$ cat config.mk
export PLATFORM = sky130hd
export DESIGN_NAME = ssp_socket_ctrl
export DESIGN_NICKNAME = d
export VERILOG_FILES = /design/src/verilog/ssp_pkg.sv /design/src/verilog/ssp_sync.sv /design/src/verilog/ssp_power.sv /design/src/verilog/ssp_socket_ctrl.sv
export VERILOG_INCLUDE_DIRS = /design/src /design/src/verilog
export SDC_FILE = /design/constraint.sdc
export NUM_CORES = 1
export LEC_CHECK = 0
export BUFFER_PORTS_ARGS = -buffer_cell sky130_fd_sc_hd__buf_2
export CORE_MARGIN = 5
export CORE_UTILIZATION = 56
export DETAILED_ROUTE_END_ITERATION = 7
export PLACE_DENSITY = 0.85
export SYNTH_ARGS = -nofsm -noshare
export SYNTH_HDL_FRONTEND = slang
export SYNTH_SLANG_ARGS = --single-unit
$ cat constraint.sdc
create_clock -name core_clk_i -period 3.16 [get_ports core_clk_i]
set_clock_uncertainty 0.15 [all_clocks]
set_input_delay 0.158 -clock core_clk_i [delete_from_list [all_inputs] [get_ports core_clk_i]]
set_output_delay 0.158 -clock core_clk_i [all_outputs]
set_load 0.005 [all_outputs]
$ cat src/verilog/ssp_params.svh
`ifndef SSP_PARAMS_SVH
`define SSP_PARAMS_SVH

// register indices reached through the index/data pair
`define SSP_IDX_CHIP_ID      8'h00
`define SSP_IDX_PIN_STATUS   8'h01
`define SSP_IDX_POWER_GATE   8'h02
`define SSP_IDX_GEN_CTRL     8'h03
`define SSP_IDX_MISC_CTRL    8'h20
`define SSP_IDX_EXT_CTRL     8'h21

// host port select: index port or data port
`define SSP_PORT_INDEX       1'b0
`define SSP_PORT_DATA        1'b1

// chip identification fields
`define SSP_IFACE_MEM_IO     2'h2
`define SSP_ID_RSVD          2'h0

// power gate fields
`define SSP_PG_CARD_EN       7
`define SSP_PG_AUTO_PWR      5
`define SSP_PG_VCC_PWR       4
`define SSP_PG_VPP_HI        1
`define SSP_PG_VPP_LO        0

// general control, misc and extension fields
`define SSP_GC_CARD_TYPE     5
`define SSP_MC_VCC_3V3       1
`define SSP_EC_VCC_LOCK      0
`define SSP_EC_APO_DIS       1

// status fields
`define SSP_ST_ALWAYS_ONE    7
`define SSP_ST_PWR_ON        6
`define SSP_ST_READY         5
`define SSP_ST_WPROT         4
`define SSP_ST_CD_SECOND     3
`define SSP_ST_CD_FIRST      2
`define SSP_ST_BATT_SECOND   1
`define SSP_ST_BATT_FIRST    0

// reset value and unmapped-index read value
`define SSP_RST_BYTE         8'h00
`define SSP_UNMAPPED_READ    8'h00

`endif

$ cat src/verilog/ssp_pkg.sv
package ssp_pkg;

  typedef logic [7:0] ssp_byte_t;

  // socket personality selected by the card type bit
  typedef enum logic {
    SSP_MODE_MEMORY = 1'b0,
    SSP_MODE_IO     = 1'b1
  } ssp_mode_t;

  // programming supply request encoded in the power gate
  typedef enum logic [1:0] {
    SSP_VPP_OFF  = 2'h0,
    SSP_VPP_VCC  = 2'h1,
    SSP_VPP_HIGH = 2'h2,
    SSP_VPP_OFF2 = 2'h3
  } ssp_vpp_t;

endpackage

$ cat src/verilog/ssp_sync.sv
`timescale 1ns/1ps
`default_nettype none

module ssp_sync #(
  parameter int WIDTH = 1
) (
  input  wire logic             core_clk_i,
  input  wire logic             nrst_i,
  input  wire logic             ce_i,
  input  wire logic [WIDTH-1:0] async_i,
  output logic      [WIDTH-1:0] sync_o
);

  logic [WIDTH-1:0] meta;

  // two stages; the first is seen by the second and nothing else
  always_ff @(posedge core_clk_i or negedge nrst_i) begin
    // reset to the pulled-up idle level, so no false presence or removal
    // edge shows up while the stages refill after reset
    if (!nrst_i) begin
      meta   <= '1;
      sync_o <= '1;
    end else if (ce_i) begin
      meta   <= async_i;
      sync_o <= meta;
    end
  end

endmodule

`default_nettype wire

$ cat src/verilog/ssp_power.sv
`timescale 1ns/1ps
`default_nettype none

module ssp_power
  import ssp_pkg::*;
(
  input  wire logic     core_clk_i,
  input  wire logic     nrst_i,
  input  wire logic     ce_i,
  input  wire logic     card_present_i,
  input  wire logic     vcc_power_i,
  input  wire logic     auto_power_i,
  input  wire logic     vcc_3v3_i,
  input  wire ssp_vpp_t vpp_sel_i,
  input  wire logic     card_enable_i,
  output logic          supply_3v3_n_o,
  output logic          supply_5v_n_o,
  output logic          programming_supply_high_o,
  output logic          programming_supply_select_o,
  output logic          card_power_on_o,
  output logic          socket_drive_n_o
);

  logic next_power_on;
  logic next_drive;

  // supply only with vcc bit set and either auto-power off or card seated
  assign next_power_on = vcc_power_i && (!auto_power_i || card_present_i);
  // drivers float unless a card is seated and card enable is set
  assign next_drive    = card_present_i && card_enable_i;

  // reset forces every control inactive, whatever the registers hold
  always_ff @(posedge core_clk_i or negedge nrst_i) begin
    if (!nrst_i) begin
      supply_3v3_n_o              <= 1'b1;
      supply_5v_n_o               <= 1'b1;
      programming_supply_high_o   <= 1'b0;
      programming_supply_select_o <= 1'b0;
      card_power_on_o             <= 1'b0;
      socket_drive_n_o            <= 1'b1;
    end else if (ce_i) begin
      supply_3v3_n_o              <= !(next_power_on && vcc_3v3_i);
      supply_5v_n_o               <= !(next_power_on && !vcc_3v3_i);
      programming_supply_high_o   <= next_power_on && (vpp_sel_i == SSP_VPP_HIGH);
      programming_supply_select_o <= next_power_on && (vpp_sel_i == SSP_VPP_VCC);
      card_power_on_o             <= next_power_on;
      socket_drive_n_o            <= !next_drive;
    end
  end

endmodule

`default_nettype wire

$ cat src/verilog/ssp_socket_ctrl.sv
`timescale 1ns/1ps
`default_nettype none
`include "ssp_params.svh"

////////////////////////////////////////////////////////////////////////////////
module ssp_socket_ctrl
  import ssp_pkg::*;
#(
  parameter logic [3:0] REV_CODE = 4'h5  // arbitrary value
) (
  input  wire logic      core_clk_i,
  input  wire logic      nrst_i,
  input  wire logic      ce_i,
  // host side: index/data pair
  input  wire logic      host_port_i,
  input  wire logic      host_wr_i,
  input  wire logic      host_rd_i,
  input  wire ssp_byte_t host_wdata_i,
  output ssp_byte_t      host_rdata_o,
  output logic           host_rvalid_o,
  // card pins, as they arrive from the socket
  input  wire logic      card_detect_first_n_i,
  input  wire logic      card_detect_second_n_i,
  input  wire logic      battery_detect_first_pin_i,
  input  wire logic      battery_detect_second_pin_i,
  input  wire logic      write_protect_width_pin_i,
  input  wire logic      card_ready_request_pin_i,
  // supply switch controls, socket drive enable and card mode output
  output logic           supply_3v3_n_o,
  output logic           supply_5v_n_o,
  output logic           programming_supply_high_o,
  output logic           programming_supply_select_o,
  output logic           socket_drive_n_o,
  output logic           card_mode_io_o
);

  //////////////////////////////////////////////////////////////////////////////
  // pin synchronisation

  logic [5:0] pins_raw;
  logic [5:0] pins_sync;
  logic       det_first_n;
  logic       det_second_n;
  logic       batt_first;
  logic       batt_second;
  logic       wprot;
  logic       ready;

  assign pins_raw = {card_ready_request_pin_i,
                     write_protect_width_pin_i,
                     battery_detect_second_pin_i,
                     battery_detect_first_pin_i,
                     card_detect_second_n_i,
                     card_detect_first_n_i};

  // card pins change at any time relative to our clock
  ssp_sync #(
    .WIDTH (6)
  ) u_pin_sync (
    .core_clk_i (core_clk_i),
    .nrst_i     (nrst_i),
    .ce_i       (ce_i),
    .async_i    (pins_raw),
    .sync_o     (pins_sync)
  );

  assign det_first_n  = pins_sync[0];
  assign det_second_n = pins_sync[1];
  assign batt_first   = pins_sync[2];
  assign batt_second  = pins_sync[3];
  assign wprot = pins_sync[4];
  assign ready = pins_sync[5];

  //////////////////////////////////////////////////////////////////////////////
  // card presence and removal

  logic card_present;
  logic card_present_q;
  logic card_removed;

  // only both detects low counts as a seated card
  assign card_present = !det_first_n && !det_second_n;
  assign card_removed = card_present_q && !card_present;

  // presence history, so a removal shows as a one-cycle event
  always_ff @(posedge core_clk_i or negedge nrst_i) begin
    if (!nrst_i) begin
      card_present_q <= 1'b0;
    end else if (ce_i) begin
      card_present_q <= card_present;
    end
  end

  //////////////////////////////////////////////////////////////////////////////
  // host access decode

  ssp_byte_t index_reg;
  logic      wr_index;
  logic      wr_data;
  logic      rd_data;
  logic      rd_index;
  logic      wr_power;
  logic      wr_gen;
  logic      wr_misc;
  logic      wr_ext;

  assign wr_index = host_wr_i && (host_port_i == `SSP_PORT_INDEX);
  assign wr_data  = host_wr_i && (host_port_i == `SSP_PORT_DATA);
  assign rd_index = host_rd_i && (host_port_i == `SSP_PORT_INDEX);
  assign rd_data  = host_rd_i && (host_port_i == `SSP_PORT_DATA);
  assign wr_power = wr_data && (index_reg == `SSP_IDX_POWER_GATE);
  assign wr_gen   = wr_data && (index_reg == `SSP_IDX_GEN_CTRL);
  assign wr_misc  = wr_data && (index_reg == `SSP_IDX_MISC_CTRL);
  assign wr_ext   = wr_data && (index_reg == `SSP_IDX_EXT_CTRL);

  // the index stays put between accesses; software reuses it
  always_ff @(posedge core_clk_i or negedge nrst_i) begin
    if (!nrst_i) begin
      index_reg <= `SSP_RST_BYTE;
    end else if (ce_i && wr_index) begin
      index_reg <= host_wdata_i;
    end
  end

  //////////////////////////////////////////////////////////////////////////////
  // control registers

  ssp_byte_t power_gate;
  ssp_byte_t gen_ctrl;
  ssp_byte_t misc_ctrl;
  ssp_byte_t ext_ctrl;
  ssp_byte_t next_power_gate;
  logic      vcc_locked;
  logic      next_vcc_bit;

  assign vcc_locked = ext_ctrl[`SSP_EC_VCC_LOCK];

  // a locked vcc bit keeps its old value across power gate writes
  assign next_vcc_bit = vcc_locked ? power_gate[`SSP_PG_VCC_PWR]
                                   : host_wdata_i[`SSP_PG_VCC_PWR];

  // removal beats a same-cycle write: powering an empty socket is the
  // worse failure, and software must write again anyway
  always_comb begin
    next_power_gate = power_gate;
    if (wr_power) begin
      next_power_gate                  = host_wdata_i;
      next_power_gate[`SSP_PG_VCC_PWR] = next_vcc_bit;
    end
    if (card_removed && !ext_ctrl[`SSP_EC_APO_DIS]) begin
      next_power_gate[`SSP_PG_VCC_PWR] = 1'b0;
    end
  end

  // power gate: all zero out of reset, card unpowered and floating
  always_ff @(posedge core_clk_i or negedge nrst_i) begin
    if (!nrst_i) begin
      power_gate <= `SSP_RST_BYTE;
    end else if (ce_i) begin
      power_gate <= next_power_gate;
    end
  end

  // general control carries the card type bit among others
  always_ff @(posedge core_clk_i or negedge nrst_i) begin
    if (!nrst_i) begin
      gen_ctrl <= `SSP_RST_BYTE;
    end else if (ce_i && wr_gen) begin
      gen_ctrl <= host_wdata_i;
    end
  end

  // misc control holds the 3.3 v select
  always_ff @(posedge core_clk_i or negedge nrst_i) begin
    if (!nrst_i) begin
      misc_ctrl <= `SSP_RST_BYTE;
    end else if (ce_i && wr_misc) begin
      misc_ctrl <= host_wdata_i;
    end
  end

  // extension control holds the lock and auto-power-off disable
  always_ff @(posedge core_clk_i or negedge nrst_i) begin
    if (!nrst_i) begin
      ext_ctrl <= `SSP_RST_BYTE;
    end else if (ce_i && wr_ext) begin
      ext_ctrl <= host_wdata_i;
    end
  end

  //////////////////////////////////////////////////////////////////////////////
  // socket mode

  ssp_mode_t card_mode;

  // the dual-function pins change meaning with this bit
  assign card_mode = ssp_mode_t'(gen_ctrl[`SSP_GC_CARD_TYPE]);

  // the socket pin muxes outside need the mode directly
  always_ff @(posedge core_clk_i or negedge nrst_i) begin
    if (!nrst_i) begin
      card_mode_io_o <= 1'b0;
    end else if (ce_i) begin
      card_mode_io_o <= (card_mode == SSP_MODE_IO);
    end
  end

  //////////////////////////////////////////////////////////////////////////////
  // supply and drive control

  logic card_power_on;

  ssp_power u_power (
    .core_clk_i                  (core_clk_i),
    .nrst_i                      (nrst_i),
    .ce_i                        (ce_i),
    .card_present_i              (card_present),
    .vcc_power_i                 (power_gate[`SSP_PG_VCC_PWR]),
    .auto_power_i                (power_gate[`SSP_PG_AUTO_PWR]),
    .vcc_3v3_i                   (misc_ctrl[`SSP_MC_VCC_3V3]),
    .vpp_sel_i                   (ssp_vpp_t'(power_gate[`SSP_PG_VPP_HI:`SSP_PG_VPP_LO])),
    .card_enable_i               (power_gate[`SSP_PG_CARD_EN]),
    .supply_3v3_n_o              (supply_3v3_n_o),
    .supply_5v_n_o               (supply_5v_n_o),
    .programming_supply_high_o   (programming_supply_high_o),
    .programming_supply_select_o (programming_supply_select_o),
    .card_power_on_o             (card_power_on),
    .socket_drive_n_o            (socket_drive_n_o)
  );

  //////////////////////////////////////////////////////////////////////////////
  // read-only images

  ssp_byte_t chip_identification;
  ssp_byte_t socket_pin_status;
  logic      mem_mode;

  assign mem_mode = (card_mode == SSP_MODE_MEMORY);

  // interface type, zero reserved field, fixed revision
  assign chip_identification = {`SSP_IFACE_MEM_IO,
                                `SSP_ID_RSVD,
                                REV_CODE};

  // ready and write protect mean nothing for io cards, so read zero;
  // bit 0 is the status-change pin in io mode, the same wire
  always_comb begin
    socket_pin_status                     = `SSP_RST_BYTE;
    socket_pin_status[`SSP_ST_ALWAYS_ONE] = 1'b1;
    socket_pin_status[`SSP_ST_PWR_ON]     = card_power_on;
    socket_pin_status[`SSP_ST_READY]      = mem_mode && ready;
    socket_pin_status[`SSP_ST_WPROT]      = mem_mode && wprot;
    socket_pin_status[`SSP_ST_CD_SECOND]   = !det_second_n;
    socket_pin_status[`SSP_ST_CD_FIRST]    = !det_first_n;
    socket_pin_status[`SSP_ST_BATT_SECOND] = batt_second;
    socket_pin_status[`SSP_ST_BATT_FIRST]  = batt_first;
  end

  //////////////////////////////////////////////////////////////////////////////
  // read data

  ssp_byte_t read_mux;

  // unmapped indices read a fixed value so software sees no garbage
  always_comb begin
    unique case (index_reg)
      `SSP_IDX_CHIP_ID:    read_mux = chip_identification;
      `SSP_IDX_PIN_STATUS: read_mux = socket_pin_status;
      `SSP_IDX_POWER_GATE: read_mux = power_gate;
      `SSP_IDX_GEN_CTRL:   read_mux = gen_ctrl;
      `SSP_IDX_MISC_CTRL:  read_mux = misc_ctrl;
      `SSP_IDX_EXT_CTRL:   read_mux = ext_ctrl;
      default:             read_mux = `SSP_UNMAPPED_READ;
    endcase
  end

  // read data is captured once per strobe and then held
  always_ff @(posedge core_clk_i or negedge nrst_i) begin
    if (!nrst_i) begin
      host_rdata_o  <= `SSP_RST_BYTE;
      host_rvalid_o <= 1'b0;
    end else if (ce_i) begin
      host_rvalid_o <= host_rd_i;
      if (rd_data) begin
        host_rdata_o <= read_mux;
      end else if (rd_index) begin
        host_rdata_o <= index_reg;
      end
    end
  end

endmodule

`default_nettype wire

==> run_results.csv <==
group,metric,value,unit
global_route,grt_util_all_layers,21.7,%
worst_setup_path,path_cells,"or4b_4 > or4b_1 > o221ai_1 > o31ai_1",
timing,setup_tns,0,ns
placement,routabilityCongestion,0.890,
timing,min_period,2.43,ns
worst_setup_path,cp_slowest_stage_delay,0.78,ns
worst_setup_path,crit_path_end_kind,"flip-flop",
timing,tightestPinTransition,0.626,ns
synth,yosysSeqAreaShare,56.1,%
timing,slew_viol_final,0,
worst_setup_path,worstPathMaxFanout,9,
worst_setup_path,reg2reg_depth,4,
clocking,path_clk_slew,0.08,ns
synth,ys_ff_latch,69,
route,vias,2154,
die,die_w,84.5,um
power,p_leak,1.74,nW
worst_setup_path,critical_path_arrival,2.50,ns
clocking,cts.repair.resized,0,
global_route,grt_start_max_net_pins,70,
route,routedWlPerCell,19.3,um
global_route,gr-total-overflow,0,
finish,seq_area,1750,um^2
synth,synthCells,237,
finish,nFillCells,409,
outcome,status,"finished, final reports clean",
worst_setup_path,critPathRequiredTime,3.22,ns
global_route,grt_pass1_wl,11900,um
placement,port_buffers,34,
synth,async_reset_ff_share,100,%
finish,design_area,3720,um^2
power,powerDensity,579,nW/um^2
timing,setup_ws,0.727,ns
clocking,cts_setup_buffers,0,
worst_hold_path,holdPathStages,4,
run,max_cap_violations,0,
clocking,cts_buffers,9,
synth,syn_area,3110,um^2
clocking,cts_root_buffer,"clkbuf_8",
timing,finalCritPeriodShare,77.0,%
clocking,cts_tree,"built",
synth,synth_nets,257,
worst_setup_path,critPathSlowestCell,"or4b_1",
placement,placed_area,3360,um^2
global_route,antenna_found_initial,0,
clocking,htreeDepth,3,
synth,yosys_warnings,0,
timing,finalSetupViolCount,0,
power,finalPower,2.16,mW
synth,synth-edff-count,0,
placement,hpwl,4690,um
route,drt_wl_total,7050,um
synth,synth_cell_type_count,43,
timing,max_freq,411,MHz
timing,rsz0062_at_grt,"no",
timing,finalHoldViolations,0,
die,row_count,27,
synth,synthMuxAreaShare,25.3,%
global_route,grt_pass1_vias,2311,
worst_hold_path,hold_path.class,"in -> reg",
synth,synth_compound_area_share,9.01,%
die,ioPinCount,35,
finish,fin_util,68.5,%
synth,avgSynthCellArea,13.1,um^2
synth,synth-adder-area-share,0,%
finish,areaGrowthSynthToFinish,19.8,%
power,ir_drop,0.000300,V
synth,synth_xor_area_share,0,%
synth,yosys.area_share.simple,7.36,%
finish,antenna_cells,0,
worst_setup_path,cp.depth,4,
finish,nets,309,
finish,multi_input_area,1300,um^2
finish,drive_above_1_share,42.5,%
worst_setup_path,crit_buf_inv,0,
route,drc_errors,0,
synth,ys.flop_type,"dfrtp_1",
worst_setup_path,cp-start-kind,"flip-flop",
die,start_util,57.2,%
route,ant_nets,0,
worst_setup_path,cpLargestDelayFamily,"simple AND/OR/NAND/NOR gates",
synth,synth_top_family_by_area,"multiplexers",
die,die_y,84.5,um
worst_setup_path,worstSetupPathType,"reg -> reg",
placement,post-place-ws,0.726,ns
clocking,cts_buffer_depth,2,
clocking,clk_latency,0.34,ns
timing,slew_headroom,57.2,%
route,drt-pass1-iter-count,4,
die,core,5440,um^2
clocking,numClockSinks,69,
route,via_per_inst,5.89,
route,drtIter0Drc,166,
die,die_area,7140,um^2
synth_stat cells (2+ instances only):
cell type | count | area, um^2
nor2b_1 | 3 | 18.8
o21bai_1 | 3 | 22.5
a21oi_1 | 13 | 65.1
inv_1 | 4 | 15.0
nand2b_1 | 3 | 18.8
clkbuf_1 | 9 | 33.8
nand2_1 | 6 | 22.5
nor2_1 | 10 | 37.5
a22oi_1 | 2 | 15.0
o31ai_1 | 2 | 15.0
a21o_1 | 2 | 15.0
mux2_4 | 7 | 105
nand4_1 | 3 | 18.8
dfrtp_1 | 54 | 1350
dfstp_2 | 15 | 394
mux2_2 | 49 | 552
o21ai_0 | 2 | 10.0
nor3_1 | 2 | 10.0
o22ai_1 | 7 | 43.8
nand3_1 | 4 | 20.0
o221ai_1 | 3 | 26.3
mux2i_1 | 13 | 130
area by class of cell:
| type | instances | share of cell area, % |
|---|---|---|
| clock buffer | 12 | 3.90 |
| clock inverter | 4 | 1.95 |
| inverter | 5 | 0.504 |
| multi-input combinational | 152 | 34.8 |
| sequential | 69 | 46.9 |
| tap | 72 | 2.42 |
| timing repair buffer | 52 | 9.54 |
report_power, final:
group	internal, mW	total [mW]	switching [mW]
clock	0.465	0.784	0.318
sequential	0.986	1.07	0.0832
combinational	0.160	0.304	0.144
total	1.61	2.16	0.546
worst min-delay path, stage by stage:
cell,delay (ns)
buf_2,0.13
nor2b_1,0.13
nand4_1,0.09
o31ai_1,0.06
worst paths after layout:
kind                                                start                              to  slack (ns)
worst max-delay path             index_reg[4]$_DFFE_PN0P_       power_gate[4]$_DFFE_PN0P_        0.73
worst min-delay path                            host_wr_i       power_gate[4]$_DFFE_PN0P_        0.11
worst max register to register   index_reg[4]$_DFFE_PN0P_       power_gate[4]$_DFFE_PN0P_        0.73
worst min register to register  host_rvalid_o$_DFFE_PN0P_       host_rvalid_o$_DFFE_PN0P_        0.33
max in group asynchronous                          nrst_i  u_pin_sync.meta[0]$_DFFE_PN1P_        2.31
min in group asynchronous                          nrst_i      card_mode_io_o$_DFFE_PN0P_        0.20
per-stage QoR:
step | hold WS (ns) | std cells
2_1_floorplan | -0.288 | 237
3_3_place_gp | 0.0537 | 335
3_5_place_dp | 0.0596 | 335
4_1_cts | 0.0870 | 366
5_1_grt | 0.115 | 366
6_report | 0.111 | 366
timing repair:
item | in CTS | in global routing
endpoints found under the hold margin | 115 | 0
endpoints found under the setup margin | 0 | 0
hold buffers | 15 | 0
cells by family after synthesis:
logic type | Yosys count
muxes | 69
DFF | 69
AOI/OAI and AO/OA | 42
buffers and inverters | 16
and+or+nand+nor | 41
placed cells by master, fill, tap and decap left out, types with 6 or more instances in the layout:
cell / n
dfrtp_1: 54
mux2_2: 49
buf_2: 34
dlygate4sd3_1: 15
dfstp_2: 15
mux2i_1: 13
a21oi_1: 13
nor2_1: 10
clkbuf_8: 10
mux2_4: 7
o22ai_1: 7
nand2_1: 6
metal layers:
metal / track usage [%] / part of all wire, %
met5: 0 / 0
met4: 9.64 / 2.9
met3: 6.08 / 7.8
met2: 34.1 / 49
met1: 28.1 / 40
Power figures use the tool's default switching activity.
